File: src/hw/mgcs_defines.vh
// Register offsets, field positions, encodings and reset values of the magnetometer control block
`ifndef MGCS_DEFINES_VH
`define MGCS_DEFINES_VH
`define MGCS_ADDR_STATUS_ONE   8'h02
`define MGCS_ADDR_X_LOW        8'h03
`define MGCS_ADDR_Z_HIGH       8'h08
`define MGCS_ADDR_STATUS_TWO   8'h09
`define MGCS_ADDR_CONTROL_ONE  8'h0a
`define MGCS_ADDR_CONTROL_TWO  8'h0b
`define MGCS_ADDR_SELF_TEST    8'h0c
`define MGCS_ADDR_FACTORY_ONE  8'h0d
`define MGCS_ADDR_FACTORY_TWO  8'h0e
`define MGCS_ADDR_DISABLE_KEY  8'h0f
`define MGCS_ADDR_SENS_X       8'h10
`define MGCS_ADDR_SENS_Y       8'h11
`define MGCS_ADDR_SENS_Z       8'h12
`define MGCS_BIT_OVERFLOW      3
`define MGCS_BIT_WIDTH         4
`define MGCS_BIT_SOFT_RESET    0
`define MGCS_BIT_SELF_FIELD    6
`define MGCS_MODE_POWER_DOWN   4'h0
`define MGCS_MODE_SINGLE       4'h1
`define MGCS_MODE_CONT_ONE     4'h2
`define MGCS_MODE_CONT_TWO     4'h6
`define MGCS_MODE_EXT_TRIG     4'h4
`define MGCS_MODE_SELF_TEST    4'h8
`define MGCS_MODE_FUSE         4'hf
`define MGCS_DISABLE_CODE      8'h1b
`define MGCS_START_COUNT       4'h8
`define MGCS_RESET_BYTE        8'h00
`endif

File: src/hw/mgcs_control_status.v
// Register file, mode decode and serial-interface lock of the magnetometer control block
`timescale 1ns/1ps
`include "mgcs_defines.vh"

// What this block does
// - Overflow sets status bit three while measuring
// - Overflow flag clears when next measurement starts
// - Status bit four mirrors output width setting
// - Data read in continuous or external-trigger mode opens interval until status two read
// - Decode four-bit mode field to six modes
// - Control bit four selects 14/16-bit output
// - Written mode code becomes the operating mode
// - Control one write clears registers 02h-09h
// - Soft reset bit clears all, self-clears
// - Self-test field bit drives internal field
// - Serial interface enabled, key code disables it
// - While disabled, other key writes are ignored
// - Reset or eight starts re-enable interface
// - Fuse sensitivity bytes readable at 10h-12h
// - Sensitivity bytes valid only in fuse mode
// - Results two's complement, low byte first
module mgcs_control_status #(
  parameter [7:0] SENS_X = 8'h80,  // Arbitrary fuse contents
  parameter [7:0] SENS_Y = 8'h80,
  parameter [7:0] SENS_Z = 8'h80
) (
  input  wire        clk,
  input  wire        reset,
  input  wire        reg_write,
  input  wire        reg_read,
  input  wire [7:0]  reg_addr,
  input  wire [7:0]  reg_wdata,
  output reg  [7:0]  reg_rdata,
  output reg         reg_rvalid,
  input  wire        start_condition,
  input  wire        other_byte,
  input  wire        meas_start,
  input  wire        meas_done,
  input  wire        meas_overflow,
  input  wire        meas_overrun,
  input  wire [15:0] meas_x,
  input  wire [15:0] meas_y,
  input  wire [15:0] meas_z,
  output reg  [3:0]  op_mode,
  output reg         output_16bit,
  output reg         self_field_on,
  output reg         serial_enabled,
  output reg         data_read_active,
  output reg         mode_power_down,
  output reg         mode_single,
  output reg         mode_continuous,
  output reg         mode_ext_trigger,
  output reg         mode_self_test,
  output reg         mode_fuse
);

  reg  [7:0]  self_test_control;
  reg  [7:0]  factory_test_one;
  reg  [7:0]  factory_test_two;
  reg  [7:0]  serial_disable_key;
  reg         sensor_overflow_flag;
  reg         data_ready;
  reg         data_overrun;
  reg  [47:0] result;
  reg  [3:0]  start_run;
  reg  [7:0]  next_rdata;
  reg  [3:0]  next_op_mode;
  reg         next_output_16bit;
  reg  [7:0]  next_self_test_control;
  reg  [7:0]  next_factory_test_one;
  reg  [7:0]  next_factory_test_two;
  reg  [5:0]  next_mode;
  reg         next_overflow;
  reg         next_data_ready;
  reg         next_data_overrun;
  reg  [47:0] next_result;
  reg         next_read_active;
  reg         next_serial_enabled;
  reg  [7:0]  next_disable_key;
  reg  [3:0]  next_start_run;

  // One-hot mode codes, bit order fuse down to power-down
  localparam [5:0] MODE_OH_POWER_DOWN = 6'h01;
  localparam [5:0] MODE_OH_SINGLE     = 6'h02;
  localparam [5:0] MODE_OH_CONTINUOUS = 6'h04;
  localparam [5:0] MODE_OH_EXT_TRIG   = 6'h08;
  localparam [5:0] MODE_OH_SELF_TEST  = 6'h10;
  localparam [5:0] MODE_OH_FUSE       = 6'h20;

  // Writes and reads only reach the registers while the interface is live
  wire wr       = reg_write & serial_enabled;
  wire rd       = reg_read & serial_enabled;
  wire soft_rst = wr & (reg_addr == `MGCS_ADDR_CONTROL_TWO) & reg_wdata[`MGCS_BIT_SOFT_RESET];
  wire ctl1_wr  = wr & (reg_addr == `MGCS_ADDR_CONTROL_ONE);
  wire data_rd  = rd & (reg_addr >= `MGCS_ADDR_X_LOW) & (reg_addr <= `MGCS_ADDR_Z_HIGH);
  wire st2_rd   = rd & (reg_addr == `MGCS_ADDR_STATUS_TWO);
  wire st_rd    = data_rd | st2_rd;
  wire measuring = mode_single | mode_continuous | mode_ext_trigger | mode_self_test;
  wire streaming = mode_continuous | mode_ext_trigger;

  function [5:0] mgcs_decode;
    input [3:0] code;
    begin
      case (code)
        `MGCS_MODE_POWER_DOWN: mgcs_decode = MODE_OH_POWER_DOWN;
        `MGCS_MODE_SINGLE:     mgcs_decode = MODE_OH_SINGLE;
        `MGCS_MODE_CONT_ONE:   mgcs_decode = MODE_OH_CONTINUOUS;
        `MGCS_MODE_CONT_TWO:   mgcs_decode = MODE_OH_CONTINUOUS;
        `MGCS_MODE_EXT_TRIG:   mgcs_decode = MODE_OH_EXT_TRIG;
        `MGCS_MODE_SELF_TEST:  mgcs_decode = MODE_OH_SELF_TEST;
        `MGCS_MODE_FUSE:       mgcs_decode = MODE_OH_FUSE;
        // Prohibited codes fall back to power-down rather than a half-decoded mode
        default:               mgcs_decode = MODE_OH_POWER_DOWN;
      endcase
    end
  endfunction

  wire [5:0] dec = mgcs_decode(reg_wdata[3:0]);

  // Control and mode state
  always @* begin
    next_op_mode           = op_mode;
    next_output_16bit      = output_16bit;
    next_self_test_control = self_test_control;
    next_factory_test_one  = factory_test_one;
    next_factory_test_two  = factory_test_two;
    next_mode              = {mode_fuse, mode_self_test, mode_ext_trigger,
                              mode_continuous, mode_single, mode_power_down};
    if (wr) begin
      case (reg_addr)
        `MGCS_ADDR_CONTROL_ONE: begin
          next_op_mode      = reg_wdata[3:0];
          next_output_16bit = reg_wdata[`MGCS_BIT_WIDTH];
          next_mode         = dec;
        end
        `MGCS_ADDR_SELF_TEST:   next_self_test_control = reg_wdata;
        `MGCS_ADDR_FACTORY_ONE: next_factory_test_one  = reg_wdata;
        `MGCS_ADDR_FACTORY_TWO: next_factory_test_two  = reg_wdata;
        default: ;
      endcase
    end
  end

  always @(posedge clk) begin
    if (reset | soft_rst) begin
      op_mode           <= 4'h0;
      output_16bit      <= 1'b0;
      self_test_control <= `MGCS_RESET_BYTE;
      factory_test_one  <= `MGCS_RESET_BYTE;
      factory_test_two  <= `MGCS_RESET_BYTE;
      mode_power_down   <= 1'b1;
      mode_single       <= 1'b0;
      mode_continuous   <= 1'b0;
      mode_ext_trigger  <= 1'b0;
      mode_self_test    <= 1'b0;
      mode_fuse         <= 1'b0;
    end else begin
      op_mode           <= next_op_mode;
      output_16bit      <= next_output_16bit;
      self_test_control <= next_self_test_control;
      factory_test_one  <= next_factory_test_one;
      factory_test_two  <= next_factory_test_two;
      mode_power_down   <= next_mode[0];
      mode_single       <= next_mode[1];
      mode_continuous   <= next_mode[2];
      mode_ext_trigger  <= next_mode[3];
      mode_self_test    <= next_mode[4];
      mode_fuse         <= next_mode[5];
    end
  end

  always @(posedge clk) begin
    if (reset | soft_rst)
      self_field_on <= 1'b0;
    else
      self_field_on <= self_test_control[`MGCS_BIT_SELF_FIELD];
  end

  // Status and measurement data, wiped by any control one write
  always @* begin
    next_overflow     = sensor_overflow_flag;
    next_data_ready   = data_ready;
    next_data_overrun = data_overrun;
    next_result       = result;
    next_read_active  = data_read_active;
    if (measuring & meas_overflow)
      next_overflow = 1'b1;
    else if (meas_start)
      next_overflow = 1'b0;
    // Set wins over read-clear so a fresh sample is not missed
    if (meas_done & measuring)
      next_data_ready = 1'b1;
    else if (st_rd)
      next_data_ready = 1'b0;
    if (meas_overrun & streaming)
      next_data_overrun = 1'b1;
    else if (st_rd)
      next_data_overrun = 1'b0;
    // Results are frozen during a read interval so the host gets one coherent sample
    if (meas_done & measuring & ~data_read_active)
      next_result = {meas_z, meas_y, meas_x};
    if (st2_rd)
      next_read_active = 1'b0;
    else if (data_rd & streaming)
      next_read_active = 1'b1;
  end

  always @(posedge clk) begin
    if (reset | soft_rst | ctl1_wr) begin
      sensor_overflow_flag <= 1'b0;
      data_ready           <= 1'b0;
      data_overrun         <= 1'b0;
      data_read_active     <= 1'b0;
      result               <= 48'h0000_0000_0000;
    end else begin
      sensor_overflow_flag <= next_overflow;
      data_ready           <= next_data_ready;
      data_overrun         <= next_data_overrun;
      data_read_active     <= next_read_active;
      result               <= next_result;
    end
  end

  // Serial interface lock; soft reset does not release it since it cannot be written while locked
  always @* begin
    next_serial_enabled = serial_enabled;
    next_disable_key    = serial_disable_key;
    next_start_run      = start_run;
    if (!serial_enabled) begin
      if (other_byte)
        next_start_run = 4'h0;
      else if (start_condition) begin
        if (start_run == `MGCS_START_COUNT - 4'h1) begin
          next_serial_enabled = 1'b1;
          next_disable_key    = `MGCS_RESET_BYTE;
          next_start_run      = 4'h0;
        end else
          next_start_run = start_run + 4'h1;
      end
    end else if (soft_rst) begin
      next_disable_key = `MGCS_RESET_BYTE;
    end else if (wr & (reg_addr == `MGCS_ADDR_DISABLE_KEY)) begin
      next_disable_key = reg_wdata;
      next_start_run   = 4'h0;
      if (reg_wdata == `MGCS_DISABLE_CODE)
        next_serial_enabled = 1'b0;
    end
  end

  always @(posedge clk) begin
    if (reset) begin
      serial_enabled     <= 1'b1;
      serial_disable_key <= `MGCS_RESET_BYTE;
      start_run          <= 4'h0;
    end else begin
      serial_enabled     <= next_serial_enabled;
      serial_disable_key <= next_disable_key;
      start_run          <= next_start_run;
    end
  end

  // Read mux
  always @* begin
    next_rdata = 8'h00;
    case (reg_addr)
      `MGCS_ADDR_STATUS_ONE:  next_rdata = {6'h00, data_overrun, data_ready};
      8'h03:                  next_rdata = result[7:0];
      8'h04:                  next_rdata = result[15:8];
      8'h05:                  next_rdata = result[23:16];
      8'h06:                  next_rdata = result[31:24];
      8'h07:                  next_rdata = result[39:32];
      8'h08:                  next_rdata = result[47:40];
      `MGCS_ADDR_STATUS_TWO: begin
        next_rdata[`MGCS_BIT_WIDTH]    = output_16bit;
        next_rdata[`MGCS_BIT_OVERFLOW] = sensor_overflow_flag;
      end
      `MGCS_ADDR_CONTROL_ONE: next_rdata = {3'h0, output_16bit, op_mode};
      `MGCS_ADDR_CONTROL_TWO: next_rdata = 8'h00;
      `MGCS_ADDR_SELF_TEST:   next_rdata = self_test_control;
      `MGCS_ADDR_FACTORY_ONE: next_rdata = factory_test_one;
      `MGCS_ADDR_FACTORY_TWO: next_rdata = factory_test_two;
      `MGCS_ADDR_DISABLE_KEY: next_rdata = serial_disable_key;
      // Outside fuse mode the bytes are not valid; zero is returned
      `MGCS_ADDR_SENS_X:      next_rdata = mode_fuse ? SENS_X : 8'h00;
      `MGCS_ADDR_SENS_Y:      next_rdata = mode_fuse ? SENS_Y : 8'h00;
      `MGCS_ADDR_SENS_Z:      next_rdata = mode_fuse ? SENS_Z : 8'h00;
      default:                next_rdata = 8'h00;
    endcase
  end

  always @(posedge clk) begin
    if (reset) begin
      reg_rdata  <= 8'h00;
      reg_rvalid <= 1'b0;
    end else begin
      reg_rvalid <= rd;
      reg_rdata  <= rd ? next_rdata : 8'h00;
    end
  end

endmodule // mgcs_control_status

File: config.mk
export PLATFORM = sky130hd
export DESIGN_NAME = mgcs_control_status
export DESIGN_NICKNAME = d
export VERILOG_FILES = /design/src/hw/mgcs_control_status.v
export VERILOG_INCLUDE_DIRS = /design/src /design/src/hw
export SDC_FILE = /design/constraint.sdc
export NUM_CORES = 1
export LEC_CHECK = 0
export ABC_CLOCK_PERIOD_IN_PS = 2100
export BUFFER_PORTS_ARGS = -buffer_cell sky130_fd_sc_hd__buf_2
export CAP_MARGIN = 25
export CORE_UTILIZATION = 35
export DETAILED_ROUTE_END_ITERATION = 10
export PLACE_DENSITY = 0.65
export SLEW_MARGIN = 30
export SYNTH_ARGS = -nofsm -noshare
export SYNTH_HDL_FRONTEND = slang
export SYNTH_SLANG_ARGS = --single-unit
File: constraint.sdc
create_clock -name clk -period 2.1 [get_ports clk]
set_input_delay 0.315 -clock clk [delete_from_list [all_inputs] [get_ports clk]]
set_output_delay 0.315 -clock clk [all_outputs]
set_load 0.005 [all_outputs]
; ---- Word-level counts from Yosys, hierarchy flattened
; Cells that the tools add are included.
[word_totals]
wordCells = 122
register_bits = 110
[op_classes]
order_cmp = 2
muxes = 29
bitwise_logic = 23
n_addsub = 1
reduce_logical = 16
eq_ne = 29
[ops]
columns = op, n
row1 = $eq 8x4->1 const B, 8
row2 = $mux 8, 7
row3 = $pmux 3 s13, 1
row4 = $pmux 3 s11, 1
row5 = $eq 8x3->1 const B, 4
row6 = $eq 8x5->1 const B, 4
row7 = $pmux 6 s5, 1
row8 = $pmux 2 s13, 1
row9 = $mux 4, 6
row10 = $eq 8x2->1 const B, 2
row11 = $and 1x1->1, 14
row12 = $eq 4x3->1 const B, 3
row13 = $mux 1, 12
row14 = $reduce_bool 2->1, 5
row15 = $eq 4x4->1 const B, 2
row16 = $ge 8x2->1 const B, 1
row17 = $le 8x4->1 const B, 1
row18 = $reduce_and 2->1, 4
row19 = $or 1x1->1, 7
row20 = $reduce_or 2->1, 3
row21 = $add 4x1->4 const B, 1
row22 = $eq 4x1->1 const B, 1
row23 = $eq 4x2->1 const B, 1
row24 = $ne 2x1->1 const B, 2
row25 = 7 further kinds, 8

; ---- Depth between registers and ports, before layout
[logic_depth]
ltp_word = 6
depth_mapped = 7
ltp_nobuf = 5

; ---- Worst setup path before layout
; OpenSTA, ideal clock, no wires.
[synth_path]
kind = input to register
startpoint = input port reg_addr[5]
endpoint = register start_run[2]
setup_ns = 0.117
path_buffers = 1
stages = 6
required_ns = 1.983
t_arrival_ns = 1.811
setup_slack_ns = 0.172
path_cell_list = or4_1 buf_2 or3_4 o21ai_2 o31ai_1 a32o_1
[synth_between]
elab_chain_len = 5
elab_cells_between_ends = 8
cone_classes = eq/ne: 4 / bitwise: 3 / reduce/logical: 1
[synth_lines]
columns = item, line_no
row1 = from (decl), mgcs_control_status.v:31  ; input wire [7:0] reg_addr,
row2 = $eq 8x4->1 (no source line), n/a
row3 = $and 1x1->1 (2 in a row), mgcs_control_status.v:93  ; wire soft_rst = wr & (reg_addr == `MGCS_ADDR_CONTROL_TWO) & reg_wdata[`MGCS_BIT_SOFT_RESET];
row4 = $ne 2x2->1 (no source line), n/a
row5 = $reduce_and 3->1 (no source line) (*), n/a
row6 = to (signal assigned), mgcs_control_status.v:258  ; start_run <= next_start_run;
row7 = to (decl), mgcs_control_status.v:65  ; reg [3:0] start_run;
; Every way passes the cells marked *; elsewhere a longest branch is shown, timed or not.
; A chain may end at the register's enable or synchronous reset.

; ---- Worst setup path after layout
[layout_path]
startpoint = register mode_self_test
endpoint = register result[6]
[layout_between]
elab_chain_len = 3
[layout_lines]
columns = item, line_no
row1 = from (decl), mgcs_control_status.v:53  ; output reg mode_self_test,
row2 = from (signal assigned), mgcs_control_status.v:167  ; mode_self_test <= next_mode[4];
row3 = $or 1x1->1, mgcs_control_status.v:98  ; wire measuring = mode_single | mode_continuous | mode_ext_trigger | mode_self_test;
row4 = $and 1x1->1 (2 in a row), mgcs_control_status.v:200  ; if (meas_done & measuring & ~data_read_active)
row5 = to (signal assigned), mgcs_control_status.v:220  ; result <= next_result;
row6 = to (decl), mgcs_control_status.v:64  ; reg [47:0] result;
; No other way between the ends.

==> run summary <==
fmax -> 551 MHz
final period utilization -> 0.864
Fillers -> 1377
# DRC -> 0
met2 wire len -> 6.57 mm
Leakage Power -> 2.20 nW
clock slew at reported path FFs -> 70 ps
cts hold-fix bufs -> 0
GRT Util Overall -> 0.202
hold depth -> 3
worst r2r src -> mode_self_test
max cap viols -> 0
YS warnings -> 0
clock root buffer -> clkbuf_16
Yosys top cell by area -> dfxtp_1
#FFs+latches synth -> 110
Synth top cells by count -> 143 x nand2_1, 110 x dfxtp_1, 80 x a21oi_1, 49 x nor2_1
TritonCTS clock tree -> yes
vias in the first global route -> 4225
setup tns final -> 0 ps
Pint -> 3.12 mW
# IOs -> 97
initial core utilization -> 0.359
Worst-Margin Slew -> 462 ps
WL met1 -> 6.58 mm
Synth Flop Type -> dfxtp_1
clock skew -> 5.54 ps
total gr overflow -> 0
Mapped Nets -> 687
diode count -> 0
largest cells by area after synthesis -> dfxtp_1 44%, nand2_1 11%, a21oi_1 8.1%, mux2i_1 6.3%, nor2_1 3.7%
PD cells -> 664 nW/um^2
Synth-to-Final Area Change -> 22.9%
VDD IR-drop max -> 321 uV
largest net degree at the start of global routing -> 49
post-CTS setup buffers -> 0
Die W -> 121 um
post-synth top area share -> 0.444
Post-Synthesis Cells -> 612
Clock Path Buffers -> 2
share of post-route cells with drive strength above 1 -> 0.231
min cycle time layout -> 1810 ps
die height -> 121 um
Cell variety after synth -> 52
Async S/R FF share, synth -> 0
r2r setup slk -> 290 ps
RSZ-0062 raised after global routing -> no
post-synthesis sequential area ratio -> 0.444
clock sink count -> 110
Pins Over Slew Limit -> 0
power share of the combinational group -> 0.074
arrival time of the worst setup path -> 2100 ps
Final nets -> 785
dpl hpwl -> 10.8 mm
ANT nets after route -> 0
finished layout cell area -> 6090 um^2
drt total wl -> 14.4 mm
Fin. Hold Viols -> 0
Post-DP Area -> 5800 um^2
die area -> 14600 um^2
syn_area_per_cell -> 8.10 um^2
min-delay src -> meas_x[11]
uppermost routed layer -> met4
Hold Crit Class -> in2reg
DRC marker count from the first detailed-route iteration -> 397
Worst Setup End Kind -> flip-flop
core box area -> 13800 um^2
Worst EP required -> 2390 ps
sequential power share -> 0.516
post-CTS sizing -> 0
Min-Delay Endpoint -> result[11]
DR vias -> 4715
most frequent cell after synthesis -> nand2_1
clock network power share -> 0.411
GPL Wtd Cong -> 0.909
largest fanout on the critical path -> 48
Sw Pwr -> 0.933 mW
setup violators final -> 0
routed vias/inst -> 5.27
clk_lat worst skew -> 350 ps
relative slew slack -> 0.692
Post-Syn Area -> 4960 um^2
Sw Share -> 0.231
crit path kind -> reg2reg
Post-synth EDFFs -> 0
first-pass GRT wire length -> 22.4 mm
H-tree levels -> 3
drt pass-1 iters -> 7
Port Buffers -> 96
WL per Instance -> 16.1 um
Worst Reg-to-Reg Cells -> 6
status -> finished clean
initial antenna violation count -> 0
critical register-to-register path endpoint -> result[6]
CTS Buf Count -> 9
FP Rows -> 43
type of origin of the critical path -> flip-flop
DR WL met3 -> 999 um
[layout make-up]
class                           count  area, um^2  area share
Clock buffer                       13         270      0.0443
Timing Repair Buffer              127         763       0.125
Inverter                            5        18.8     0.00308
Tap cell                          180         225      0.0370
Sequential cell                   110        2200       0.361
Multi-Input combinational cell    457        2590       0.425
Clock inverter                      3        25.0     0.00411
[power groups by stage]
stage | sequential, mW | combinational, mW | clock [mW]
global route | 2.09 | 0.322 | 1.77
CTS | 2.09 | 0.294 | 1.70
floorplan | 2.14 | 0.135 | 0
global placement | 2.14 | 0.291 | 0
detailed placement | 2.14 | 0.293 | 0
finish | 2.09 | 0.298 | 1.66
[sequential cells by signal, summed over array words and instances (netlist names), 4 cells and up]
signal,count
self_test_control,8
op_mode,4
serial_disable_key,8
start_run,4
reg_rdata,8
factory_test_one,8
result,48
factory_test_two,8
[kinds of logic (layout without fill, tap and decap cells)]
family	Yosys count	after routing	synth area share
simple gates	269	269	0.241
compound gates	143	143	0.180
flops	110	110	0.444
buf+inv	45	148	0.0363
mux	43	43	0.0944
fa+ha+maj	1	1	0.00252
xor+xnor	1	1	0.00177
[cell usage in the layout (no fill, tap or decap), drive strengths merged, types with 4 or more instances in the layout]
| master | instances |
|---|---|
| nor2b | 12 |
| nand2 | 143 |
| a22oi | 10 |
| clkbuf | 13 |
| a22o | 12 |
| mux2i | 31 |
| nand2b | 4 |
| buf | 127 |
| nand4b | 4 |
| nor3 | 16 |
| a31oi | 6 |
| o21ai | 9 |
| nand3 | 17 |
| a21oi | 80 |
| nor2 | 53 |
| inv | 6 |
| mux2 | 10 |
| dfxtp | 110 |
| a311oi | 4 |
[worst max path at each step]
stage	startpoint	end	slack (ps)	cells after the start
global route	mode_self_test	result[10]	160	6
floorplan	reg_addr[5]	start_run[2]	170	6
CTS	mode_self_test	result[40]	260	6
finish	mode_self_test	result[6]	290	6
global placement	reg_addr[4]	start_run[2]	120	6
detailed placement	reg_addr[4]	start_run[2]	110	6
[worst max-delay path: stages, from the launching register on]
cell     delay, ps
dfxtp_1        320
or4_1          620
nand2_1        160
or2_1          160
buf_12         220
nand2_1         80
a21oi_1        150
[stage by stage]
step                      std cells  setup slack [ps]  power, mW  utilization  hold WS [ps]
after floorplan                 612               172       2.27            -           417
after global placement          879               118       2.43        0.419           442
after detailed placement        879               112       2.43        0.419           447
after CTS                       895               265       4.08        0.441           183
after global routing            895               158       4.18        0.441           194
final                           895               286       4.05        0.441           192
[per-layer routing]
layer / up-vias / track usage
met4: 0 / 0.0625
met3: 23 / 0.0385
met1: 2181 / 0.276
met2: 178 / 0.321
li1: 2333 / -
met5: - / 0
(Power assumes the default switching activity.)
